--- config.mk ---
export PLATFORM = sky130hd
export DESIGN_NAME = phy_status_control_pins
export DESIGN_NICKNAME = d
export VERILOG_FILES = /design/src/hdl/phy_pins_pkg.sv /design/src/hdl/phy_status_control_pins.sv
export VERILOG_INCLUDE_DIRS = /design/src /design/src/hdl
export SDC_FILE = /design/constraint.sdc
export NUM_CORES = 1
export LEC_CHECK = 0
export BUFFER_PORTS_ARGS = -buffer_cell sky130_fd_sc_hd__buf_4
export CORE_MARGIN = 1.5
export CORE_UTILIZATION = 50
export CTS_CLUSTER_SIZE = 40
export DETAILED_ROUTE_END_ITERATION = 12
export PLACE_DENSITY_LB_ADDON = 0.2
export RECOVER_POWER = 25
export SLEW_MARGIN = 30
export SYNTH_ARGS = -nofsm -noshare
export SYNTH_HDL_FRONTEND = slang
export SYNTH_SLANG_ARGS = --single-unit
--- constraint.sdc ---
create_clock -name pclk -period 2.1 [get_ports pclk]
set_input_delay 0 -clock pclk [delete_from_list [all_inputs] [get_ports pclk]]
set_output_delay 0 -clock pclk [all_outputs]
set_load 0.01 [all_outputs]
--- src/hdl/phy_pins_defs.svh ---
// constants for the transceiver status and control pin block
// Operation
// RL1: mac clock output runs at 25 MHz for MII, 50 MHz for RMII.
// RL2: latched mac clock disable strap holds the mac clock output off.
// RL3: each LED lit level is the opposite of its strap pull level.
// RL4: latched LED mode strap picks mode one or two; mode three exists.
// RL5: software bit selects mode three, overriding the strap choice.
// RL6: mode one link indicator lit exactly while link is good.
// RL7: modes two and three link lit when good, blinking while active.
// RL8: speed indicator lit at 100 Mb/s, unlit at 10 Mb/s, every mode.
// RL9: mode one activity indicator lit while transmit or receive active.
// RL10: mode two activity/collision indicator shows collisions.
// RL11: mode three indicator may show full duplex instead of collision.
// RL12: reset input held low at least 1 us forces a full reset.
// RL13: hardware reset restores all registers and relatches every strap.
// RL14: after reset the pin is an active low power down input.
// RL15: in interrupt function the pin pulls low while interrupt pending.
// RL16: software switches the pin to interrupt function before use.
// RL17: each port has its own LEDs and pin, driven by its own status.
// RL18: LED straps sampled in reset; indicator function only after release. The code samples them on the first edge after release.
`ifndef PHY_PINS_DEFS_SVH
`define PHY_PINS_DEFS_SVH

`define CLK_HZ          250000000
`define CLK_MHZ         250
`define MII_CLK_HZ      25000000
`define RMII_CLK_HZ     50000000
`define RST_MIN_NS      1000
`define RST_MIN_CYC     ((`RST_MIN_NS * `CLK_MHZ + 999) / 1000)
`define BLINK_HALF_US   50000
`define BLINK_HALF_CYC  (`BLINK_HALF_US * `CLK_MHZ)

`define REG_CTRL        12'h000
`define REG_STATUS      12'h004
`define REG_IRQ_STAT    12'h008
`define REG_IRQ_MASK    12'h00C

`define CTRL_RMII       0
`define CTRL_MODE3      1
`define CTRL_DUPSEL     3
`define CTRL_INTFN      5
`define CTRL_W          7
`define CTRL_RST        7'h00

`define IRQ_LINK        0
`define IRQ_COL         2
`define IRQ_W           4
`define IRQ_MASK_RST    4'h0

`endif

--- src/hdl/phy_pins_pkg.sv ---
// types shared by the status and control pin block
package phy_pins_pkg;
    typedef enum logic [1:0] {
        LED_MODE1,
        LED_MODE2,
        LED_MODE3
    } led_mode_t;

    typedef struct packed {
        logic link_good;
        logic speed100;
        logic tx_active;
        logic rx_active;
        logic collision;
        logic full_duplex;
    } port_status_t;

    typedef struct packed {
        logic link;
        logic speed;
        logic actcol;
    } led_t;
endpackage

--- src/hdl/phy_status_control_pins.sv ---
// dual port status LEDs, mac clock, power down and interrupt pins
//
// Local design decisions: the address map and the APB interface to the registers.
`timescale 1ns/10ps
`include "phy_pins_defs.svh"

module phy_status_control_pins
    import phy_pins_pkg::*;
#(
    parameter int NPORT          = 2,
    parameter int BLINK_HALF_CYC = `BLINK_HALF_CYC
) (
    input  wire logic                pclk,
    input  wire logic                presetn,
    input  wire logic                psel,
    input  wire logic                penable,
    input  wire logic                pwrite,
    input  wire logic [11:0]         paddr,
    input  wire logic [31:0]         pwdata,
    output logic      [31:0]         prdata,
    output logic                     pready,
    output logic                     pslverr,
    input  wire port_status_t        port_status [NPORT],
    input  wire logic                mac_clk_dis_strap,
    input  wire logic                led_mode_strap,
    output logic                     mac_clock_out,
    input  wire led_t                led_in  [NPORT],
    output led_t                     led_out [NPORT],
    output led_t                     led_oe  [NPORT],
    input  wire logic                powerdown_irq_pin_in  [NPORT],
    output logic                     powerdown_irq_pin_out [NPORT],
    output logic                     powerdown_irq_pin_oe  [NPORT],
    output logic                     powerdown [NPORT],
    output logic                     irq
);

    localparam int MII_DIV  = `CLK_HZ / `MII_CLK_HZ;
    localparam int RMII_DIV = `CLK_HZ / `RMII_CLK_HZ;
    localparam int BW       = $clog2(BLINK_HALF_CYC + 1);
    // link and collision event bits of port 0; port p shifts by p
    localparam logic [`IRQ_W-1:0] PORT_EV = 4'h5;

    logic [`CTRL_W-1:0] ctrl_ff;
    logic [`IRQ_W-1:0]  irq_stat_ff;
    logic [`IRQ_W-1:0]  irq_mask_ff;
    logic [`IRQ_W-1:0]  nxt_irq_stat;
    logic [31:0]        prdata_ff;
    logic [31:0]        nxt_prdata;
    logic               strap_done_ff;
    logic               mac_dis_ff;
    logic               mode_strap_ff;
    led_t               pol_ff [NPORT];
    logic [3:0]         div_cnt_ff;
    logic               mac_clk_ff;
    logic [BW-1:0]      blink_cnt_ff;
    logic               blink_ff;
    logic [NPORT-1:0]   link_d_ff;
    logic [NPORT-1:0]   col_d_ff;
    logic [`IRQ_W-1:0]  ev;
    logic               acc;
    logic               wr;
    logic               rd;
    logic               hit;

    // ------------------------------------------------------------ apb
    assign acc = psel & penable;
    assign wr  = acc & pwrite;
    assign rd  = acc & ~pwrite;

    // no wait states: every access finishes in its first access cycle
    assign pready = 1'b1;

    always_comb begin
        hit = 1'b1;
        nxt_prdata = 32'h0000_0000;
        unique case (paddr)
            `REG_CTRL: begin
                nxt_prdata[`CTRL_W-1:0] = ctrl_ff;
            end
            `REG_STATUS: begin
                nxt_prdata[0] = strap_done_ff;
                nxt_prdata[1] = mac_dis_ff;
                nxt_prdata[2] = mode_strap_ff;
                nxt_prdata[4:3] = {powerdown[1], powerdown[0]};
                nxt_prdata[6:5] = link_d_ff;
            end
            `REG_IRQ_STAT: begin
                nxt_prdata[`IRQ_W-1:0] = irq_stat_ff;
            end
            `REG_IRQ_MASK: begin
                nxt_prdata[`IRQ_W-1:0] = irq_mask_ff;
            end
            default: begin
                hit = 1'b0;
            end
        endcase
    end

    assign pslverr = acc & ~hit;
    assign prdata  = prdata_ff;

    // read data registered at the setup phase so it is stable in access
    always_ff @(posedge pclk or negedge presetn) begin
        if (!presetn) begin
            prdata_ff <= 32'h0000_0000;
        end else if (psel && !penable && !pwrite) begin
            prdata_ff <= nxt_prdata;
        end
    end

    always_ff @(posedge pclk or negedge presetn) begin // [RL13]
        if (!presetn) begin
            ctrl_ff <= `CTRL_RST;
        end else if (wr && paddr == `REG_CTRL) begin
            ctrl_ff <= pwdata[`CTRL_W-1:0];
        end
    end

    always_ff @(posedge pclk or negedge presetn) begin
        if (!presetn) begin
            irq_mask_ff <= `IRQ_MASK_RST;
        end else if (wr && paddr == `REG_IRQ_MASK) begin
            irq_mask_ff <= pwdata[`IRQ_W-1:0];
        end
    end

    // ------------------------------------------------------ straps
    // caught on the first edge after release; asynchronous reset
    // itself only loads constants, so the pins are sampled here
    always_ff @(posedge pclk or negedge presetn) begin // [RL12] [RL13]
        if (!presetn) begin
            strap_done_ff <= 1'b0;
            mac_dis_ff    <= 1'b0;
            mode_strap_ff <= 1'b0;
        end else if (!strap_done_ff) begin
            strap_done_ff <= 1'b1;
            mac_dis_ff    <= mac_clk_dis_strap;
            mode_strap_ff <= led_mode_strap; // [RL4]
        end
    end

    // ---------------------------------------------------- mac clock
    // the RMII divider is odd, so its high phase is one cycle shorter
    always_ff @(posedge pclk or negedge presetn) begin // [RL1]
        if (!presetn) begin
            div_cnt_ff <= 4'h0;
            mac_clk_ff <= 1'b0;
        end else begin
            if (ctrl_ff[`CTRL_RMII]) begin
                if (32'(div_cnt_ff) >= RMII_DIV - 1) begin
                    div_cnt_ff <= 4'h0;
                end else begin
                    div_cnt_ff <= div_cnt_ff + 4'h1;
                end
                mac_clk_ff <= 32'(div_cnt_ff) < RMII_DIV / 2;
            end else begin
                if (32'(div_cnt_ff) >= MII_DIV - 1) begin
                    div_cnt_ff <= 4'h0;
                end else begin
                    div_cnt_ff <= div_cnt_ff + 4'h1;
                end
                mac_clk_ff <= 32'(div_cnt_ff) < MII_DIV / 2;
            end
        end
    end

    assign mac_clock_out = mac_clk_ff & strap_done_ff
                         & ~mac_dis_ff; // [RL2]

    // -------------------------------------------------------- blink
    always_ff @(posedge pclk or negedge presetn) begin
        if (!presetn) begin
            blink_cnt_ff <= '0;
            blink_ff     <= 1'b0;
        end else if (32'(blink_cnt_ff) >= BLINK_HALF_CYC - 1) begin
            blink_cnt_ff <= '0;
            blink_ff     <= ~blink_ff;
        end else begin
            blink_cnt_ff <= blink_cnt_ff + BW'(1);
        end
    end

    // ------------------------------------------------------ events
    always_ff @(posedge pclk or negedge presetn) begin
        if (!presetn) begin
            link_d_ff <= '0;
            col_d_ff  <= '0;
        end else begin
            for (int i = 0; i < NPORT; i++) begin
                link_d_ff[i] <= port_status[i].link_good;
                col_d_ff[i]  <= port_status[i].collision;
            end
        end
    end

    always_comb begin
        nxt_irq_stat = irq_stat_ff;
        if (rd && paddr == `REG_IRQ_STAT) begin
            nxt_irq_stat = '0;
        end
        // a new event in the clearing cycle survives the clear
        nxt_irq_stat = nxt_irq_stat | ev;
    end

    always_ff @(posedge pclk or negedge presetn) begin
        if (!presetn) begin
            irq_stat_ff <= '0;
        end else begin
            irq_stat_ff <= nxt_irq_stat;
        end
    end

    assign irq = |(irq_stat_ff & irq_mask_ff);

    // ------------------------------------------------------- ports
    genvar p;
    generate
        for (p = 0; p < NPORT; p++) begin : g_port
            led_mode_t mode;
            led_t      lit;
            logic      active;
            logic      pending;

            assign ev[`IRQ_LINK + p] =
                port_status[p].link_good ^ link_d_ff[p];
            assign ev[`IRQ_COL + p] =
                port_status[p].collision & ~col_d_ff[p];

            // software mode three overrides the strap choice
            always_comb begin // [RL4] [RL5]
                if (ctrl_ff[`CTRL_MODE3 + p]) begin
                    mode = LED_MODE3;
                end else if (mode_strap_ff) begin
                    mode = LED_MODE2;
                end else begin
                    mode = LED_MODE1;
                end
            end

            assign active = port_status[p].tx_active
                          | port_status[p].rx_active;

            always_comb begin // [RL17]
                lit.speed = port_status[p].speed100; // [RL8]
                unique case (mode)
                    LED_MODE1: begin
                        lit.link   = port_status[p].link_good; // [RL6]
                        lit.actcol = active; // [RL9]
                    end
                    LED_MODE2: begin
                        lit.link   = port_status[p].link_good
                                   & ~(active & blink_ff); // [RL7]
                        lit.actcol = port_status[p].collision; // [RL10]
                    end
                    default: begin
                        lit.link   = port_status[p].link_good
                                   & ~(active & blink_ff); // [RL7]
                        lit.actcol = ctrl_ff[`CTRL_DUPSEL + p]
                                   ? port_status[p].full_duplex
                                   : port_status[p].collision; // [RL11]
                    end
                endcase
            end

            // pull level latched once straps are taken
            always_ff @(posedge pclk or negedge presetn) begin // [RL3]
                if (!presetn) begin
                    pol_ff[p] <= '0;
                end else if (!strap_done_ff) begin
                    pol_ff[p] <= led_in[p]; // [RL18]
                end
            end

            // pulled up means active low; pins float until straps done
            assign led_out[p] = lit ^ pol_ff[p]; // [RL3]
            assign led_oe[p]  = strap_done_ff ? 3'b111 : 3'b000; // [RL18]

            assign pending = |(irq_stat_ff & irq_mask_ff
                             & (PORT_EV << p));

            // open drain: only ever drives low, and only in irq function
            assign powerdown_irq_pin_out[p] = 1'b0; // [RL15]
            assign powerdown_irq_pin_oe[p]  =
                ctrl_ff[`CTRL_INTFN + p] & pending; // [RL15] [RL16]
            assign powerdown[p] = ~ctrl_ff[`CTRL_INTFN + p]
                                & ~powerdown_irq_pin_in[p]; // [RL14]
        end
    endgenerate

endmodule // phy_status_control_pins

==> flow_metrics.py, run 1 <==
metrics = {
    "status": {
        "status": "complete, but fails checks",
        "violations": "max-capacitance violations, max-slew violations",
    },
    "hold_path": {
        "hold_depth": 4,
        "hp-class": "primary input to register",
    },
    "setup_path": {
        "max_stage_delay_ns": 0.63,
        "r2r_cells": 4,
        "worst-path-stages": 4,
        "rr_startpoint": "blink_cnt_ff[2]",
        "cp_slowest_cell": "or4_4",
        "rr_endpoint": "blink_cnt_ff[23]",
        "arrival_ns": 2.25,
        "path_buf_inv": 0,
        "crit_chain": "nand3_1 -> or4_4 -> or4_1 -> a21oi_1",
        "crit_type": "register to register",
        "path_delay_family": "simple AND/OR/NAND/NOR gates",
        "cp_max_fo": 13,
        "worstSetupStartpoint": "blink_cnt_ff[2]",
        "start_kind": "register",
        "endpoint_kind": "register",
        "setup.worst_path.end": "blink_cnt_ff[23]",
        "rrSetupSlack_ns": 0.12,
        "critPathRequiredTime_ns": 2.37,
    },
    "pwr": {
        "power_frac_seq_pct": 47.1,
        "p_int_mw": 2.115,
        "swShare_pct": 27.90,
        "power.static_leakage_nw": 2.003,
        "powerDensity_mw_per_mm2": 671.2,
        "p_clk_share_pct": 37.5,
        "switching_power_uw": 818.5,
        "ir_drop_mv": 0.3390,
        "pwr-share-comb_pct": 15.4,
    },
    "floorplan": {
        "num_io_pins": 125,
        "coreArea_mm2": 0.006719,
        "die_area_mm2": 0.007417,
        "die_h_um": 86.12,
        "placementRows": 30,
        "initial_utilization_pct": 51.42,
        "fp.dieW_um": 86.12,
    },
    "sta": {
        "period_share_pct": 94.18,
        "worst_pin_slew_ns": 1.606,
        "max-slew-margin-rel_pct": -7.089,
        "hold_viol": 0,
        "max_freq_mhz": 505.6,
        "rsz0062_at_grt": "no",
        "setup_violations": 0,
        "fin_skew_ns": 0.01564,
        "tns_ns": 0,
        "maxSlewViolCount": 66,
        "final.min_clock_period_ns": 1.978,
    },
    "global_routing": {
        "overflow": 0,
        "grt_pass1_vias": 2681,
        "globalRouteTotalUtil_pct": 21.72,
        "grt_first_pass_wirelength_mm": 12.45,
        "grt_start_max_net_pins": 66,
        "antenna_found_initial": 0,
    },
    "clock_network": {
        "cts.sinks": 65,
        "clk_pin_slew_ns": 0.09,
        "clk_latency_ns": 0.35,
        "cts_buffers": 9,
        "cts_root_buf": "clkbuf_8",
        "cts_tree": "done",
        "htreeDepth": 3,
        "clock_path_buffers": 2,
        "post-cts-setup-buffer-count": 0,
    },
    "logic_synthesis": {
        "syn_avg_cell_area_um2": 10.56,
        "syn_inst": 327,
        "synth_top_cell_by_area": "dfrtp_1",
        "synth_ff_type": "dfrtp_1",
        "ys_types": 48,
        "ys_seq_area_share_pct": 47.08,
        "ys_ff_latch": 65,
        "synth_edf_count": 0,
        "yosys_warnings": 0,
        "synth_async_sr_flop_share_pct": 100.0,
        "netlist.area_leader.share_pct": 47.08,
        "syn_area_mm2": 0.003455,
        "synth_area_leaders": "dfrtp_1 47%, buf_4 7.4%, mux2_2 6.5%, nor2_1 3.0%, xnor2_1 3.0%",
    },
    "place": {
        "port_buffers": 71,
        "dpl.hpwl_mm": 5.252,
        "gp_congestion": 0.7988,
    },
    "drt": {
        "vias_per_cell": 5.314,
        "ant_nets": 0,
        "routed_wl_mm": 7.519,
        "num_vias": 2721,
        "drc_errors": 0,
        "dr.pass1.iters": 4,
        "drtIter0Drc": 152,
        "routed_wire_length_per_instance_um": 14.69,
    },
    "cells_and_area": {
        "layout_commonest_cell": "buf_4",
        "final_core_util_pct": 65.05,
        "layout.cells.most_common_list": "69 x buf_4, 65 x dfrtp_1, 29 x conb_1",
        "syn2layout_area_growth_pct": 26.51,
        "diodes": 0,
        "num-nets-final": 502,
        "drive_gt1_share_pct": 27.31,
    },
    "job": {
        "drv_cap": 1,
    },
}
-- repair_timing --
item                                    4_1_cts  5_1_grt
gates resized for setup                       0        2
endpoints found under the hold margin        98        0
endpoints found under the setup margin        0       14
hold buffers                                 23        0
-- flip-flops by register name (all words and copies together) (netlist names) --
| name | flops |
|---|---|
| link_d_ff | 2 |
| prdata | 7 |
| mac_dis_ff | 1 |
| irq_stat_ff | 4 |
| div_cnt_ff | 4 |
| mode_strap_ff | 1 |
| pol_ff | 6 |
| col_d_ff | 2 |
| mac_clk_ff | 1 |
| strap_done_ff | 1 |
| blink_ff | 1 |
| ctrl_ff | 7 |
| blink_cnt_ff | 24 |
| irq_mask_ff | 4 |
-- worst min-delay path by stage --
stage	from	end	slack, ns
finish	powerdown_irq_pin_in[0]	prdata[4]	0.02
global route	powerdown_irq_pin_in[0]	prdata[4]	0.05
CTS	powerdown_irq_pin_in[0]	prdata[4]	0.01
detailed placement	port_status[7]	col_d_ff[0]	0.13
global placement	port_status[7]	col_d_ff[0]	0.13
floorplan	presetn	blink_cnt_ff[0]	-0.30
-- Yosys cell counts (all sizes together), types with 5 or more instances --
master / number
nor4: 5
nor2: 28
nor3: 6
or4: 7
inv: 9
nand3: 13
clkbuf: 6
mux2: 20
o21ai: 12
xnor2: 12
nand2: 19
or3: 6
xor2: 9
a21oi: 16
dfrtp: 65
buf: 36
nand4: 8
-- final cells by class --
type                       count  area (µm²)
timing repair buffer         104       794.5
sequential                    65        1627
fill                         559        2349
inverter                       9       33.78
clock inverter                 7       78.83
multi-input combinational    238        1613
clock buffer                   9       123.9
tap                           80       100.1
-- metrics by stage --
stage	power, mW	cell area, µm²	setup slack, ns	instances	hold slack (ns)
finish	2.933	4370	0.1223	512	0.02457
global route	3.086	4370	0.006328	512	0.05041
CTS	2.957	4402	0.07748	512	0.01007
detailed placement	1.828	3969	0.1077	473	0.1318
global placement	1.816	3969	0.1354	473	0.1343
floorplan	1.675	3556	0.1693	354	-0.2956
-- cell families (layout without fill, tap and decap cells) --
family,Yosys count,after routing,share of synthesized area (%)
AND/OR/NAND/NOR,110,110,17.71
flip-flops,65,65,47.08
buffers and inverters,51,129,9.670
AO/OA/AOI/OAI,47,47,8.548
multiplexers,27,27,9.997
XOR/XNOR,21,21,5.324
adder cells (fa/ha/maj),4,4,1.449
other,2,29,0.2174
-- power groups by stage --
stage	registers (mW)	logic [mW]	clock network, mW
6_report	1.38	0.451	1.10
5_1_grt	1.39	0.509	1.19
4_1_cts	1.38	0.458	1.12
3_5_place_dp	1.41	0.422	0
3_3_place_gp	1.40	0.414	0
2_1_floorplan	1.39	0.287	0
-- worst register-to-register path: stages (launching register included) --
cell and delay, ns:
dfrtp_1 0.43, nand3_1 0.18, or4_4 0.63, or4_1 0.51
a21oi_1 0.16
-- layer usage --
metal,share of wire (%),global-route usage (%),vias up
met4,3.1,11.73,0
li1,-,-,1310
met2,50,35.72,70
met5,0,0,-
met3,4.3,3.465,21
met1,42,27.57,1320
No activity file was read; power rests on OpenSTA's default activity.
==> inputs of run 2 (changes only) <==
- BUFFER_PORTS_ARGS: -buffer_cell sky130_fd_sc_hd__buf_4 -> -buffer_cell sky130_fd_sc_hd__buf_2
- MAX_ROUTING_LAYER: unset -> met4
==> flow_metrics.py, run 2 (synthesis gave the netlist of run 1 again) <==
metrics = {
    "setup_path": {
        "path_delay_family": "simple AND/OR/NAND/NOR gates",
        "crit_chain": "nand3_1 -> or4_4 -> or4_1 -> a21oi_1",
        "r2r_cells": 4,
        "arrival_ns": 2.22,
        "path_buf_inv": 0,
        "rr_startpoint": "blink_cnt_ff[2]",
        "start_kind": "register",
        "rr_endpoint": "blink_cnt_ff[23]",
        "cp_max_fo": 13,
        "cp_slowest_cell": "or4_4",
        "max_stage_delay_ns": 0.64,
        "rrSetupSlack_ns": 0.15,
        "endpoint_kind": "register",
        "crit_type": "register to register",
        "critPathRequiredTime_ns": 2.37,
    },
    "global_routing": {
        "antenna_found_initial": 0,
        "grt_first_pass_wirelength_mm": 11.95,
        "overflow": 0,
        "globalRouteTotalUtil_pct": 21.64,
        "grt_pass1_vias": 2570,
        "grt_start_max_net_pins": 26,
    },
    "place": {
        "gp_congestion": 0.8389,
        "port_buffers": 71,
        "dpl.hpwl_mm": 5.296,
        "place_area_mm2": 0.003804,
    },
    "cells_and_area": {
        "num-nets-final": 502,
        "final-seq-area_mm2": 0.001627,
        "largest_reg_flops": 24,
        "nFillCells": 588,
        "drive_gt1_share_pct": 28.47,
        "multiInputGateArea_mm2": 0.001610,
        "largest_register": "blink_cnt_ff",
        "layout.cells.most_common_list": "66 x buf_2, 65 x dfrtp_1, 29 x conb_1",
        "layout_commonest_cell": "buf_2",
        "diodes": 0,
        "final_area_mm2": 0.004232,
        "syn2layout_area_growth_pct": 22.49,
    },
    "clock_network": {
        "clock_path_buffers": 2,
        "cts_buffers": 9,
        "clk_latency_ns": 0.34,
        "cts.sinks": 65,
        "htreeDepth": 3,
        "post-cts-setup-buffer-count": 0,
        "cts_tree": "done",
        "clk_pin_slew_ns": 0.08,
        "cts_root_buf": "clkbuf_8",
    },
    "hold_path": {
        "hp-class": "primary input to register",
        "worstHoldStart": "powerdown_irq_pin_in[0]",
        "hold_path_end": "prdata[4]",
        "hold_depth": 4,
    },
    "drt": {
        "drtIter0Drc": 133,
        "routed_wire_length_per_instance_um": 14.28,
        "drc_errors": 0,
        "ant_nets": 0,
        "routed_wl_mm": 7.309,
        "dr.pass1.iters": 4,
        "num_vias": 2664,
        "vias_per_cell": 5.203,
    },
    "pwr": {
        "p_int_mw": 2.105,
        "power.static_leakage_nw": 1.995,
        "swShare_pct": 26.77,
        "pwr-share-comb_pct": 14.4,
        "power_frac_seq_pct": 47.9,
        "p_clk_share_pct": 37.7,
        "powerDensity_mw_per_mm2": 679.4,
        "ir_drop_mv": 0.3505,
        "switching_power_uw": 769.7,
    },
    "sta": {
        "max-slew-margin-rel_pct": 25.83,
        "hold_viol": 0,
        "final.min_clock_period_ns": 1.950,
        "fin_skew_ns": 0.01329,
        "worst_pin_slew_ns": 1.112,
        "max_freq_mhz": 512.7,
        "maxSlewViolCount": 0,
        "setup_violations": 0,
        "period_share_pct": 92.87,
        "tns_ns": 0,
        "rsz0062_at_grt": "no",
    },
    "floorplan": {
        "die_h_um": 86.12,
        "die_area_mm2": 0.007417,
        "placementRows": 30,
        "initial_utilization_pct": 51.42,
        "fp.dieW_um": 86.12,
        "coreArea_mm2": 0.006719,
        "num_io_pins": 125,
    },
    "status": {
        "status": "finished, final reports clean",
    },
    "job": {
        "drv_cap": 0,
    },
}
==> run 2: metrics by stage <==
step                util [%]  std cells  setup WS [ns]  power [mW]  hold slack, ns
finish                 62.98        512         0.1496       2.875         0.01823
global route           62.98        512        0.01081       3.040         0.03993
CTS                    63.09        512        0.07507       2.910         0.01737
detailed placement     56.61        473        0.08452       1.793         -0.1046
global placement       56.61        473         0.1353       1.780         -0.1088
floorplan                  -        354         0.1693       1.675         -0.2956
==> run 2: layout make-up <==
| type | count | share of cell area (%) |
|---|---|---|
| Sequential cell | 65 | 38.44 |
| Multi-Input combinational cell | 238 | 38.05 |
| Timing Repair Buffer | 104 | 15.49 |
| Clock buffer | 10 | 3.253 |
| Tap cell | 80 | 2.365 |
| Clock inverter | 6 | 1.597 |
| Inverter | 9 | 0.7983 |
==> run 2: worst max path at each step <==
| stage | start | endpoint | depth (start not counted) |
|---|---|---|---|
| final | blink_cnt_ff[2] | blink_cnt_ff[23] | 4 |
| after global routing | blink_cnt_ff[2] | blink_cnt_ff[23] | 4 |
| after CTS | blink_cnt_ff[0] | blink_cnt_ff[18] | 5 |
| after detailed placement | blink_cnt_ff[0] | blink_cnt_ff[18] | 5 |
| after global placement | blink_cnt_ff[0] | blink_cnt_ff[18] | 5 |
| after floorplan | blink_cnt_ff[0] | blink_cnt_ff[20] | 6 |
==> run 2: power groups by stage <==
stage | Clock (mW) | Combinational (mW) | Sequential (mW)
after global routing | 1.18 | 0.468 | 1.39
after detailed placement | 0 | 0.389 | 1.40
after global placement | 0 | 0.377 | 1.40
final | 1.08 | 0.414 | 1.38
after CTS | 1.11 | 0.424 | 1.38
after floorplan | 0 | 0.287 | 1.39
==> run 2: metal layers <==
layer	GRT usage, %	wire length (µm)	vias up	part of all wire [%]
met5	-	0	-	0
met4	6.305	88	0	1.2
met3	6.064	312	9	4.3
met2	35.79	3771	64	52
met1	25.96	3136	1289	43
li1	-	-	1302	-
==> run 2: repair_timing <==
| item | 4_1_cts | 5_1_grt |
|---|---|---|
| hold endpoints to repair | 93 | 0 |
| gates resized for setup | 0 | 2 |
| setup endpoints to repair | 0 | 3 |
| hold buffers | 23 | 0 |
==> run 2: tightest hold or removal path, cell delays in order <==
cell     delay (ns)
buf_2          0.07
nor2_1         0.04
mux2i_1        0.13
o41ai_1        0.08
==> inputs of run 3 (changes only) <==
- MAX_ROUTING_LAYER: met4 -> unset
- PLACE_DENSITY: unset -> 0.83
- PLACE_DENSITY_LB_ADDON: 0.2 -> unset
==> flow_metrics.py, run 3 (synthesis gave the netlist of run 1 again) <==
metrics = {
    "floorplan": {
        "placementRows": 30,
        "fp.dieW_um": 86.12,
        "die_h_um": 86.12,
        "initial_utilization_pct": 51.42,
        "num_io_pins": 125,
        "die_area_mm2": 0.007417,
        "coreArea_mm2": 0.006719,
    },
    "global_routing": {
        "top_usage_layer": "met2",
        "globalRouteTotalUtil_pct": 20.86,
        "grt_util_met3_pct": 5.582,
        "antenna_found_initial": 0,
        "grt_pass1_vias": 2612,
        "overflow": 0,
        "grt_start_max_net_pins": 37,
        "met1_usage_pct": 24.63,
        "use_met2_pct": 35.79,
        "grt_first_pass_wirelength_mm": 11.95,
    },
    "drt": {
        "ant_nets": 0,
        "num_vias": 2698,
        "dr.pass1.iters": 4,
        "routed_wl_mm": 7.513,
        "vias_per_cell": 5.321,
        "drtIter0Drc": 118,
        "drc_errors": 0,
        "routed_wire_length_per_instance_um": 14.82,
    },
    "clock_network": {
        "clk_pin_slew_ns": 0.07,
        "cts_tree": "done",
        "cts_root_buf": "clkbuf_8",
        "clk_latency_ns": 0.34,
        "htreeDepth": 3,
        "cts.sinks": 65,
        "cts_buffers": 9,
        "clock_path_buffers": 2,
    },
    "setup_path": {
        "arrival_ns": 2.25,
        "max_stage_delay_ns": 0.59,
        "rr_endpoint": "blink_cnt_ff[23]",
        "crit_chain": "nand4_4 -> or4_4 -> or4_1 -> a21oi_1",
        "cp_max_fo": 13,
        "endpoint_kind": "register",
        "rrSetupSlack_ns": 0.11,
        "r2r_cells": 4,
        "start_kind": "register",
        "cp_slowest_cell": "or4_4",
        "rr_startpoint": "blink_cnt_ff[5]",
        "crit_type": "register to register",
        "critPathRequiredTime_ns": 2.37,
    },
    "cells_and_area": {
        "final_cells": 507,
        "largest_register": "blink_cnt_ff",
        "layout.cells.most_common_list": "65 x dfrtp_1, 62 x buf_2, 29 x conb_1",
        "layout_commonest_cell": "dfrtp_1",
        "largest_reg_flops": 24,
        "diodes": 0,
        "drive_gt1_share_pct": 27.17,
        "syn2layout_area_growth_pct": 20.83,
        "num-nets-final": 497,
    },
    "pwr": {
        "ir_drop_mv": 0.3151,
        "p_int_mw": 2.098,
        "power.static_leakage_nw": 1.946,
        "power_frac_seq_pct": 48.2,
        "swShare_pct": 26.93,
        "pwr-share-comb_pct": 14.4,
        "total_power_mw": 2.871,
        "powerDensity_mw_per_mm2": 687.8,
        "p_clk_share_pct": 37.4,
        "switching_power_uw": 773.1,
    },
    "sta": {
        "maxSlewViolCount": 30,
        "max_freq_mhz": 503.7,
        "worst_pin_slew_ns": 1.678,
        "fin_skew_ns": 0.007313,
        "tns_ns": 0,
        "hold_viol": 0,
        "worst_slack_ns": 0.1146,
        "max-slew-margin-rel_pct": -11.88,
        "setup_violations": 0,
        "period_share_pct": 94.54,
        "rsz0062_at_grt": "no",
        "final.min_clock_period_ns": 1.985,
    },
    "place": {
        "place_inst": 471,
        "gp_congestion": 0.7920,
        "port_buffers": 71,
        "dpl.hpwl_mm": 5.172,
        "dp_slack_ns": 0.06508,
    },
    "hold_path": {
        "hp-class": "primary input to register",
        "hold_path_end": "prdata[2]",
        "worstHoldStart": "paddr[6]",
        "hold_depth": 4,
    },
    "job": {
        "drv_cap": 1,
    },
    "status": {
        "status": "complete, but fails checks",
        "violations": "max-capacitance violations, max-slew violations",
    },
}
==> run 3: cell types whose count changed in the layout (fill, tap and decap cells not counted), sizes merged <==
cell / change
dlygate4sd3: -3
clkinv: -1
dlymetal6s4s: -1
buf: -5
clkbuf: +5
==> run 3: power by group through the flow <==
stage               Sequential [mW]  Clock (mW)  Combinational (mW)
finish                         1.38        1.07               0.412
CTS                            1.38        1.08               0.411
global placement               1.40           0               0.366
global route                   1.39        1.15               0.455
detailed placement             1.41           0               0.380
floorplan                      1.39           0               0.287
==> run 3: worst max-delay path by stage <==
stage | from | end | cells after the start
after floorplan | blink_cnt_ff[0] | blink_cnt_ff[20] | 6
after global placement | blink_cnt_ff[0] | blink_cnt_ff[20] | 5
after detailed placement | blink_cnt_ff[0] | blink_cnt_ff[20] | 5
after CTS | blink_cnt_ff[0] | blink_cnt_ff[20] | 5
after global routing | blink_cnt_ff[0] | blink_cnt_ff[15] | 6
final | blink_cnt_ff[5] | blink_cnt_ff[23] | 4
==> run 3: critical path: cells and delay by family (launching register included) <==
kind	cells	cell delay [ns]
AOI/OAI and AO/OA	1	0.17
and+or+nand+nor	3	1.26
DFF	1	0.49
==> run 3: per-stage QoR <==
step	instance area [µm²]	utilization [%]	hold WS [ns]
detailed placement	3789	56.39	0.08912
finish	4174	62.12	0.01695
global placement	3789	56.39	0.07434
CTS	4185	62.29	0.002864
global route	4174	62.12	0.01127
floorplan	3556	-	-0.2956
==> run 3: area by class of cell <==
cell class | count | area, µm²
inverter | 9 | 33.78
clock buffer | 11 | 141.4
fill | 533 | 2545
tap | 80 | 100.1
multi-input combinational | 238 | 1604
clock inverter | 5 | 55.05
timing repair buffer | 99 | 613.1
sequential | 65 | 1627
==> run 3: what timing repair did <==
item / CTS / global route
endpoints found under the setup margin: 0 / 3
setup buffers: 0 / 0
gates resized for setup: 0 / 1
hold buffers: 20 / 0
endpoints found under the hold margin: 54 / 0
==> run 3: metal layers <==
layer,vias up,share of wire (%)
li1,1296,-
met1,1306,42
met2,80,51
met3,16,4.5
met4,0,2.3
met5,-,0
